### src/include/timer_ff_defines.vh
// Constants for the timer output flip-flop and event flag block
//
// Functional notes
// - Control code 00 inverts, 01 sets, 10 clears, 11 leaves output flip-flop.
// - Bits 2/3 enable inverting the flip-flop on compare 0/1 match.
// - Bits 4/5 enable inverting the flip-flop on capture 0/1 load.
// - Compare 0 match sets status bit 0.
// - Compare 1 match sets status bit 1.
// - Counter overflow sets status bit 2.
// - Each event latches its flag and raises an interrupt request unless its mask bit is set.
// - Status read returns flags then clears them; unused bits read 0.
`ifndef TIMER_FF_DEFINES_VH
`define TIMER_FF_DEFINES_VH

// ---------------------------------------------------------------
// Register byte offsets
// ---------------------------------------------------------------
`define OFS_FF_CONTROL   8'h00
`define OFS_EVENT_STATUS 8'h04
`define OFS_IRQ_MASK     8'h08
`define OFS_IRQ_PENDING  8'h0C
`define OFS_FF_STATE     8'h10

// ---------------------------------------------------------------
// Register index codes used by the decoder
// ---------------------------------------------------------------
`define IDX_NONE    3'h0
`define IDX_CONTROL 3'h1
`define IDX_STATUS  3'h2
`define IDX_MASK    3'h3
`define IDX_PENDING 3'h4
`define IDX_STATE   3'h5

// ---------------------------------------------------------------
// Flip-flop control register fields
// ---------------------------------------------------------------
`define FFC_SOFT_LSB    0
`define FFC_SOFT_MSB    1
`define FFC_INV_LSB     2
`define FFC_INV_MSB     5
`define FFC_INV_CMP0    0
`define FFC_INV_CMP1    1
`define FFC_INV_CAP0    2
`define FFC_INV_CAP1    3
`define FFC_INV_RESET   4'h0
`define FFC_HIGH_LSB    6
`define FFC_HIGH_MSB    7
`define FFC_HIGH_READ   2'h3
`define SOFT_INVERT     2'h0
`define SOFT_SET        2'h1
`define SOFT_CLEAR      2'h2
`define SOFT_KEEP       2'h3

// ---------------------------------------------------------------
// Event flag layout, shared by status, mask and pending
// ---------------------------------------------------------------
`define EVT_CMP0     0
`define EVT_CMP1     1
`define EVT_OVF      2
`define EVT_COUNT    3
`define EVT_RESET    3'h0
`define MASK_RESET   3'h0
`define FF_RESET     1'h0

`endif

### src/flag_bank.v
// Bank of sticky flags where a set always wins over a clear

module flag_bank #(
   parameter WIDTH = 3
) (
   input  wire             clk,
   input  wire             srst,
   input  wire [WIDTH-1:0] set_vec,
   input  wire [WIDTH-1:0] clr_vec,
   output wire [WIDTH-1:0] flags
);

   // ------------------------------------------------------------
   // One flop per flag
   // ------------------------------------------------------------
   genvar i;
   generate
      for (i = 0; i < WIDTH; i = i + 1) begin : g_flag
         // Each flop lives in its own slice so every bit has one driver
         reg flag_q;

         assign flags[i] = flag_q;

         // Set tested first so an event in the clear cycle survives
         always @(posedge clk) begin
            if (srst) begin
               flag_q <= 1'b0;
            end else if (set_vec[i]) begin
               flag_q <= 1'b1;
            end else if (clr_vec[i]) begin
               flag_q <= 1'b0;
            end
         end
      end
   endgenerate

endmodule

### src/timer_ff_events.v
// Timer output flip-flop control, event status flags and APB register slave
`include "timer_ff_defines.vh"

module timer_ff_events (
   input  wire        CORE_CLK,
   input  wire        SRST,
   input  wire        PSEL,
   input  wire        PENABLE,
   input  wire        PWRITE,
   input  wire [7:0]  PADDR,
   input  wire [31:0] PWDATA,
   output wire [31:0] PRDATA,
   output wire        PREADY,
   output wire        PSLVERR,
   input  wire        MATCH0,
   input  wire        MATCH1,
   input  wire        OVERFLOW,
   input  wire        CAPTURE0,
   input  wire        CAPTURE1,
   output wire        TIMER_FF,
   output wire        IRQ
);

   // ------------------------------------------------------------
   // Declarations
   // ------------------------------------------------------------
   reg  [3:0]            inv_en_q;
   reg  [3:0]            inv_en_d;
   reg                   ff_q;
   reg                   ff_d;
   reg  [2:0]            mask_q;
   reg  [2:0]            mask_d;
   reg  [31:0]           prdata_q;
   reg  [31:0]           prdata_d;
   reg  [2:0]            snap_q;
   reg  [2:0]            snap_d;
   reg                   err_q;
   reg                   err_d;
   wire [2:0]            setup_idx;
   wire [2:0]            access_idx;
   wire                  setup_phase;
   wire                  access_done;
   wire                  wr_done;
   wire                  rd_done;
   wire [`EVT_COUNT-1:0] events;
   wire [`EVT_COUNT-1:0] status;
   wire [`EVT_COUNT-1:0] pending;
   wire [`EVT_COUNT-1:0] status_clr;
   wire [`EVT_COUNT-1:0] pending_clr;
   wire [1:0]            soft_code;
   wire                  soft_write;
   wire                  hw_toggle;

   // ------------------------------------------------------------
   // Address decoder
   // ------------------------------------------------------------
   // Shared by the setup and access phases
   function [2:0] decode;
      input [7:0] addr;
      begin
         case (addr)
            `OFS_FF_CONTROL:   decode = `IDX_CONTROL;
            `OFS_EVENT_STATUS: decode = `IDX_STATUS;
            `OFS_IRQ_MASK:     decode = `IDX_MASK;
            `OFS_IRQ_PENDING:  decode = `IDX_PENDING;
            `OFS_FF_STATE:     decode = `IDX_STATE;
            default:           decode = `IDX_NONE;
         endcase
      end
   endfunction

   assign setup_idx  = decode(PADDR);
   assign access_idx = decode(PADDR);

   // ------------------------------------------------------------
   // APB phase tracking
   // ------------------------------------------------------------
   // Read data is prepared in setup so the access phase never waits
   assign setup_phase = PSEL & ~PENABLE;
   assign access_done = PSEL & PENABLE;
   assign wr_done     = access_done & PWRITE;
   assign rd_done     = access_done & ~PWRITE;
   assign PREADY      = 1'b1;
   assign PRDATA      = prdata_q;
   assign PSLVERR     = access_done & err_q;

   // ------------------------------------------------------------
   // Read data and error staging
   // ------------------------------------------------------------
   // Snapshot of status kept so only the flags returned are cleared
   always @* begin
      prdata_d = prdata_q;
      snap_d   = snap_q;
      err_d    = err_q;
      if (setup_phase) begin
         prdata_d = 32'h0000_0000;
         snap_d   = 3'h0;
         err_d    = (setup_idx == `IDX_NONE);
         if (!PWRITE) begin
            case (setup_idx)
               `IDX_CONTROL: begin
                  prdata_d[`FFC_HIGH_MSB:`FFC_HIGH_LSB] = `FFC_HIGH_READ;
                  prdata_d[`FFC_INV_MSB:`FFC_INV_LSB] = inv_en_q;
                  prdata_d[`FFC_SOFT_MSB:`FFC_SOFT_LSB] = `SOFT_KEEP;
               end
               `IDX_STATUS: begin
                  prdata_d[`EVT_COUNT-1:0] = status;
                  snap_d = status;
               end
               `IDX_MASK: begin
                  prdata_d[`EVT_COUNT-1:0] = mask_q;
               end
               `IDX_PENDING: begin
                  prdata_d[`EVT_COUNT-1:0] = pending;
               end
               `IDX_STATE: begin
                  prdata_d[0] = ff_q;
               end
               default: begin
                  prdata_d = 32'h0000_0000;
               end
            endcase
         end
      end
   end

   // Bus-side flops
   always @(posedge CORE_CLK) begin
      if (SRST) begin
         prdata_q <= 32'h0000_0000;
         snap_q   <= 3'h0;
         err_q    <= 1'b0;
      end else begin
         prdata_q <= prdata_d;
         snap_q   <= snap_d;
         err_q    <= err_d;
      end
   end

   // ------------------------------------------------------------
   // Control and mask registers
   // ------------------------------------------------------------
   // Only the invert enables are stored; the soft code is an action
   always @* begin
      inv_en_d = inv_en_q;
      mask_d   = mask_q;
      if (wr_done && access_idx == `IDX_CONTROL) begin
         inv_en_d = PWDATA[`FFC_INV_MSB:`FFC_INV_LSB];
      end
      if (wr_done && access_idx == `IDX_MASK) begin
         mask_d = PWDATA[`EVT_COUNT-1:0];
      end
   end

   always @(posedge CORE_CLK) begin
      if (SRST) begin
         inv_en_q <= `FFC_INV_RESET;
         mask_q   <= `MASK_RESET;
      end else begin
         inv_en_q <= inv_en_d;
         mask_q   <= mask_d;
      end
   end

   // ------------------------------------------------------------
   // Output flip-flop
   // ------------------------------------------------------------
   assign soft_code  = PWDATA[`FFC_SOFT_MSB:`FFC_SOFT_LSB];
   assign soft_write = wr_done && (access_idx == `IDX_CONTROL) && (soft_code != `SOFT_KEEP);

   // Each enabled trigger inverts once; coincident triggers cancel in pairs
   assign hw_toggle = (MATCH0   & inv_en_q[`FFC_INV_CMP0])
                    ^ (MATCH1   & inv_en_q[`FFC_INV_CMP1])
                    ^ (CAPTURE0 & inv_en_q[`FFC_INV_CAP0])
                    ^ (CAPTURE1 & inv_en_q[`FFC_INV_CAP1]);

   // Software action takes priority over a hardware trigger
   always @* begin
      ff_d = ff_q;
      if (soft_write) begin
         case (soft_code)
            `SOFT_INVERT: ff_d = ~ff_q;
            `SOFT_SET:    ff_d = 1'b1;
            `SOFT_CLEAR:  ff_d = 1'b0;
            default:      ff_d = ff_q;
         endcase
      end else if (hw_toggle) begin
         ff_d = ~ff_q;
      end
   end

   always @(posedge CORE_CLK) begin
      if (SRST) begin
         ff_q <= `FF_RESET;
      end else begin
         ff_q <= ff_d;
      end
   end

   assign TIMER_FF = ff_q;

   // ------------------------------------------------------------
   // Event flags
   // ------------------------------------------------------------
   assign events[`EVT_CMP0] = MATCH0;
   assign events[`EVT_CMP1] = MATCH1;
   assign events[`EVT_OVF]  = OVERFLOW;

   // Status clears on the completing read, limited to flags returned
   assign status_clr = (rd_done && access_idx == `IDX_STATUS) ? snap_q : 3'h0;

   // Pending clears by writing ones
   assign pending_clr = (wr_done && access_idx == `IDX_PENDING) ?
                        PWDATA[`EVT_COUNT-1:0] : 3'h0;

   // Read-to-clear status flags
   flag_bank #(
      .WIDTH   (`EVT_COUNT)
   ) u_status (
      .clk     (CORE_CLK),
      .srst    (SRST),
      .set_vec (events),
      .clr_vec (status_clr),
      .flags   (status)
   );

   // Interrupt pending flags, independent of status reads
   flag_bank #(
      .WIDTH   (`EVT_COUNT)
   ) u_pending (
      .clk     (CORE_CLK),
      .srst    (SRST),
      .set_vec (events),
      .clr_vec (pending_clr),
      .flags   (pending)
   );

   // ------------------------------------------------------------
   // Interrupt output
   // ------------------------------------------------------------
   // Level request while any unmasked pending flag is set
   assign IRQ = |(pending & ~mask_q);

endmodule

### config.mk
export PLATFORM = sky130hd
export DESIGN_NAME = timer_ff_events
export DESIGN_NICKNAME = d
export VERILOG_FILES = /design/src/flag_bank.v /design/src/timer_ff_events.v
export VERILOG_INCLUDE_DIRS = /design/src /design/src/include
export SDC_FILE = /design/constraint.sdc
export NUM_CORES = 1
export LEC_CHECK = 0
export BUFFER_PORTS_ARGS = -buffer_cell sky130_fd_sc_hd__buf_2
export CORE_AREA = 2 2 70 72
export CTS_CLUSTER_SIZE = 8
export DETAILED_ROUTE_END_ITERATION = 10
export DIE_AREA = 0 0 72 74
export PLACE_DENSITY_LB_ADDON = 0.15
export SLEW_MARGIN = 20
export SYNTH_ARGS = -nofsm -noshare
export SYNTH_HDL_FRONTEND = slang
export SYNTH_SLANG_ARGS = --single-unit
### constraint.sdc
create_clock -name CORE_CLK -period 2 [get_ports CORE_CLK]
set_input_delay 0.2 -clock CORE_CLK [delete_from_list [all_inputs] [get_ports CORE_CLK]]
set_output_delay 0.2 -clock CORE_CLK [all_outputs]
set_load 0.005 [all_outputs]
Word level (Yosys, flattened, before mapping)

Cells that the tools add are included.

Bits in registers: 50
Input bits: 50
Output and inout port bits: 36
Logic and storage cells: 83

Equal/unequal tests: 13
Muxes and demuxes: 24
Bitwise logic cells: 17
Reductions and logical operators: 17

Operators with widths:

| cell                                                             | number |
|---|---|
| 8-bit by 4-bit == test with 1-bit output (second input constant) | 2 |
| 3-bit case mux with 5 select lines                               | 1 |
| 1-bit two-way mux                                                | 14 |
| 2-bit nonzero test                                               | 7 |
| 3-bit two-way mux                                                | 4 |
| 1-bit AND                                                        | 9 |
| 8-bit by 3-bit == test with 1-bit output (second input constant) | 1 |
| 8-bit by 5-bit == test with 1-bit output (second input constant) | 1 |
| 8-bit zero test                                                  | 1 |
| 8-bit two-way mux                                                | 1 |
| 2-bit case mux with 4 select lines                               | 1 |
| 3-bit by 2-bit == test with 1-bit output (second input constant) | 2 |
| 3-bit == test (second input constant)                            | 2 |
| 1-bit logical AND                                                | 5 |
| 5-bit two-way mux                                                | 1 |
| 1-bit case mux with 5 select lines                               | 1 |
| 4-bit by 1-bit != test with 1-bit output (second input constant) | 1 |
| 3-bit AND                                                        | 1 |
| 3-bit by 1-bit == test with 1-bit output (second input constant) | 1 |
| 3-bit zero test                                                  | 1 |
| 1-bit inverter                                                   | 3 |
| 3-bit inverter                                                   | 1 |
| 1-bit case mux with 3 select lines                               | 1 |
| 3-bit OR reduction                                               | 1 |
| 6 further kinds                                                  | 8 |

Depth between registers and ports, before layout

Depth after elaboration: 7
Mapped depth: 6
Mapped depth without buffers: 6

By module

From an unflattened synthesis, not the netlist that was laid out.

Cell total of the unflattened synthesis: 188
Area, all modules: 1585.3 sq um

Modules (own cells, without submodules):

| module          | times used | cells an instance | area an instance (sq um) | seq. area each (sq um) |
|---|---|---|---|---|
| timer_ff_events | 1          | 158               | 1330.0                   | 380.4 |
| flag_bank       | 2          | 15                | 127.6                    | 60.1 |

Least setup slack after synthesis

Ideal clock, no wire load.

Path type: in2reg
Start: in PADDR[7]
End: reg ff_q (netlist: TIMER_FF)
Setup time: 0.103 ns
Data arrival time: 1.610 ns
Data required time: 1.897 ns
Slack: 0.286 ns
Cell stages on the path: 4
Buffers on the path: 1
Path through: or4_4 buf_6 o41a_1 a2111oi_2

Longest elaborated chain between the ends: 7
Elaborated cells on any way between the ends: 13
Those cells by class: eq/ne: 6; mux: 2; reduce/logical: 5

Ends and longest elaborated chain:

| element                                                                                         | line                  | text |
|---|---|---|
| from (decl)                                                                                     | timer_ff_events.v:10  | `input wire [7:0] PADDR,` |
| 8-bit by 5-bit == test with 1-bit output (tied with other cells)                                | timer_ff_events.v:61  | `case (addr)` |
| 3-bit case mux with 5 select lines *                                                            | timer_ff_events.v:61  |  |
| 3-bit by 1-bit == test with 1-bit output *                                                      | --                    |  |
| 1-bit logical AND * (2 in series)                                                               | timer_ff_events.v:169 | `` assign soft_write = wr_done && (access_idx == `IDX_CONTROL) && (soft_code != `SOFT_KEEP); `` |
| 4-bit by 1-bit != test with 1-bit output (no source line) or 2-bit nonzero test (tied branches) | --                    |  |
| 2-bit AND reduction (no source line)                                                            | --                    |  |
| to (signal assigned)                                                                            | timer_ff_events.v:194 | `` ff_q <= `FF_RESET; `` |
| to (decl)                                                                                       | timer_ff_events.v:29  | `reg ff_q;` |

Mark *: on every way between the ends. The rest lies on a longest branch, timed or not.
A chain may end at the register's enable or synchronous reset.

Final worst setup path

Ends and elaborated chain as after synthesis.

==> flow_metrics.py <==
metrics = {
    "outcome": {
        "outcome": "complete, no violations",
    },
    "setup_path": {
        "critPathKind": "in -> reg",
        "crit_required_ns": 2.18,
        "reg2reg_setup_slack_ns": 0.70,
        "reg2reg_depth": 4,
        "r2r-end": "TIMER_FF$_SDFFE_PP0P_",
        "r2r-start": "TIMER_FF$_SDFFE_PP0P_",
        "worstPathArrival_ns": 1.73,
        "end_kind": "register",
        "crit_path_max_fanout": 12,
        "start_kind": "input port",
    },
    "floorplan": {
        "start_util_pct": 33.06,
        "row_count": 25,
        "die_h_um": 74,
        "io_pins": 86,
        "die_w_um": 72,
        "coreArea_um2": 4598,
        "design.die.area_um2": 5328,
    },
    "routing": {
        "wl_per_cell_um": 13.94,
        "drtPass1Iterations": 4,
        "vias": 1272,
        "drc": 0,
        "ant_nets": 0,
        "dr.first_iter.drc_count": 63,
        "drt-total-wl_um": 3555,
        "vias_per_cell": 4.988,
    },
    "logic_synthesis": {
        "yosysWarnings": 0,
        "synth_edf_count": 0,
        "syn_area_um2": 1520,
        "ys_seq_elements": 25,
        "yosys.area.top_type_share_pct": 32.92,
        "yosysTopAreaCell": "dfxtp_1",
        "seq_area_frac_synth_pct": 32.92,
        "syn_inst": 171,
        "ys_types": 43,
        "synth-async-reset-ratio_pct": 0,
        "synth-main-ff-cell": "dfxtp_1",
        "synth.top_cells.by_area": "dfxtp_1 (33%), buf_4 (13%), mux2i_1 (5.9%), nor2_1 (4.2%), a32oi_1 (3.5%)",
        "syn_avg_cell_area_um2": 8.890,
    },
    "final_layout": {
        "fin_nets": 256,
        "finish.utilization_pct": 36.54,
        "drive_above_1_share_pct": 24.88,
        "final_common_cell": "buf_2",
        "layout_common_cells": "buf_2 (34), dfxtp_1 (25), conb_1 (25)",
        "final_cells": 255,
        "nFillCells": 493,
        "synthToLayoutAreaGrowth_pct": 10.53,
        "n_antenna_cell": 0,
    },
    "power": {
        "vdd.ir_drop.worst_mv": 0.2154,
        "power.total_uw": 954.3,
        "p_leak_uw": 0.0007226,
        "p_per_area_nw_per_um2": 567.9,
    },
    "sta": {
        "worst_slew_pin_slew_ns": 0.5130,
        "hold_violations": 0,
        "min_period_over_period_pct": 77.79,
        "rsz0062_at_grt": "false",
        "setup_violations": 0,
        "setup_tns_ns": 0,
        "max_freq_mhz": 642.8,
        "slew_viol_final": 0,
        "finalClockSkew_ns": 0.008043,
        "maxSlewHeadroom_pct": 65.80,
        "post-route-min-period_ns": 1.556,
    },
    "clocking": {
        "cts.htree.levels": 1,
        "ctsResizeCount": 0,
        "clk_latency_ns": 0.28,
        "clk_path_buf_depth": 2,
        "cts_setup_buffers": 0,
        "path_clk_slew_ns": 0.09,
        "cts_hold_buf": 0,
        "numCtsBuffers": 3,
        "cts_tree": "yes",
        "cts-root-buf": "clkbuf_8",
        "cts.sinks": 25,
    },
    "place": {
        "port_buffers": 34,
        "hpwl_um": 2694,
        "dp.cells": 251,
        "gp_congestion": 0.7678,
    },
    "global_routing": {
        "grt_pass1_vias": 1242,
        "grt_first_pass_wirelength_um": 5858,
        "grt-ovfl-total": 0,
        "grt_usage_pct": 14.33,
        "grt_max_degree": 26,
        "antenna_found_initial": 0,
    },
    "hold_path": {
        "hp-class": "in -> reg",
        "min-delay-start": "PWDATA[5]",
        "hold_depth": 3,
        "holdPathEnd": "inv_en_q[3]$_SDFFE_PP0N_",
    },
    "run": {
        "drv_cap": 0,
    },
}
[critical path, cell delays in order]
cell and delay, ns:
buf_2 0.10, or4_4 0.64, nor4_1 0.41, nor3_1 0.11
a2111oi_2 0.27
[registers in the layout (all words and copies together), names as in the netlist]
name,count
PRDATA,7
inv_en_q,4
mask_q,3
snap_q,3
u_pending.g_flag.flag_q,3
u_status.g_flag.flag_q,3
TIMER_FF,1
err_q,1
[where the power goes]
part           switching [µW]  internal, µW  total, µW
sequential               7.47           508        515
combinational            81.7          46.2        128
clock                     172           140        311
total                     261           694        954
[worst max-delay path by stage]
stage / start / end / cells after the start
after global routing: PADDR[7] / TIMER_FF$_SDFFE_PP0P_ / 5
after detailed placement: PADDR[7] / inv_en_q[2]$_SDFFE_PP0N_ / 5
final: PADDR[7] / TIMER_FF$_SDFFE_PP0P_ / 5
after CTS: PADDR[7] / TIMER_FF$_SDFFE_PP0P_ / 5
after floorplan: PADDR[7] / TIMER_FF$_SDFFE_PP0P_ / 4
after global placement: PADDR[7] / inv_en_q[2]$_SDFFE_PP0N_ / 5
[synthesized netlist by cell type, drive strengths merged, types with 2 or more instances]
cell type and instances:
nor2b 2, a2111oi 3, nor4 4, mux2i 9
conb 2, a21oi 10, nand2b 3, or2 2
nand3 4, nand2 8, inv 8, dfxtp 25
a32oi 6, o21ai 3, nand4 3, nor3 3
buf 29, clkbuf 5, or3 2, o41ai 3
ha 4, nor2 17
[cells by family (layout without fill, tap and decap cells)]
logic type                 after synthesis  count (layout)  share of synthesized area [%]
and+or+nand+nor                         53              53                          20.17
buffers and inverters                   42              49                          17.28
AOI/OAI and AO/OA                       33              33                          16.38
DFF                                     25              25                          32.92
muxes                                   10              10                          7.408
adders and majority gates                4               4                          3.292
other                                    2              25                         0.4940
xor gates and xnor gates                 2               2                          2.058
[metrics by stage]
stage | hold WS (ns) | setup WS, ns | area (µm²)
2_1_floorplan | 0.3472 | 0.2861 | 1607
3_3_place_gp | 0.4378 | 0.1714 | 1634
3_5_place_dp | 0.4496 | 0.1622 | 1634
4_1_cts | 0.1648 | 0.4530 | 1680
5_1_grt | 0.1784 | 0.3696 | 1680
6_report | 0.1612 | 0.4443 | 1680
[final cells by class]
class | count | area (µm²) | share of cell area (%)
inverters | 8 | 30.03 | 1.787
clock buffers | 3 | 41.29 | 2.457
clock inverters | 1 | 5.005 | 0.2978
flip-flops and latches | 25 | 500.5 | 29.78
repair buffers | 37 | 192.7 | 11.47
well taps | 54 | 67.56 | 4.021
multi-input cells | 127 | 843.3 | 50.19
[metal layers]
layer | part of all wire (%) | global-route usage (%)
met1 | 46 | 18.67
met3 | 6.1 | 3.117
met2 | 46 | 22.84
met5 | 0 | 0
met4 | 2.3 | 6.709
Power figures use the tool's default switching activity.
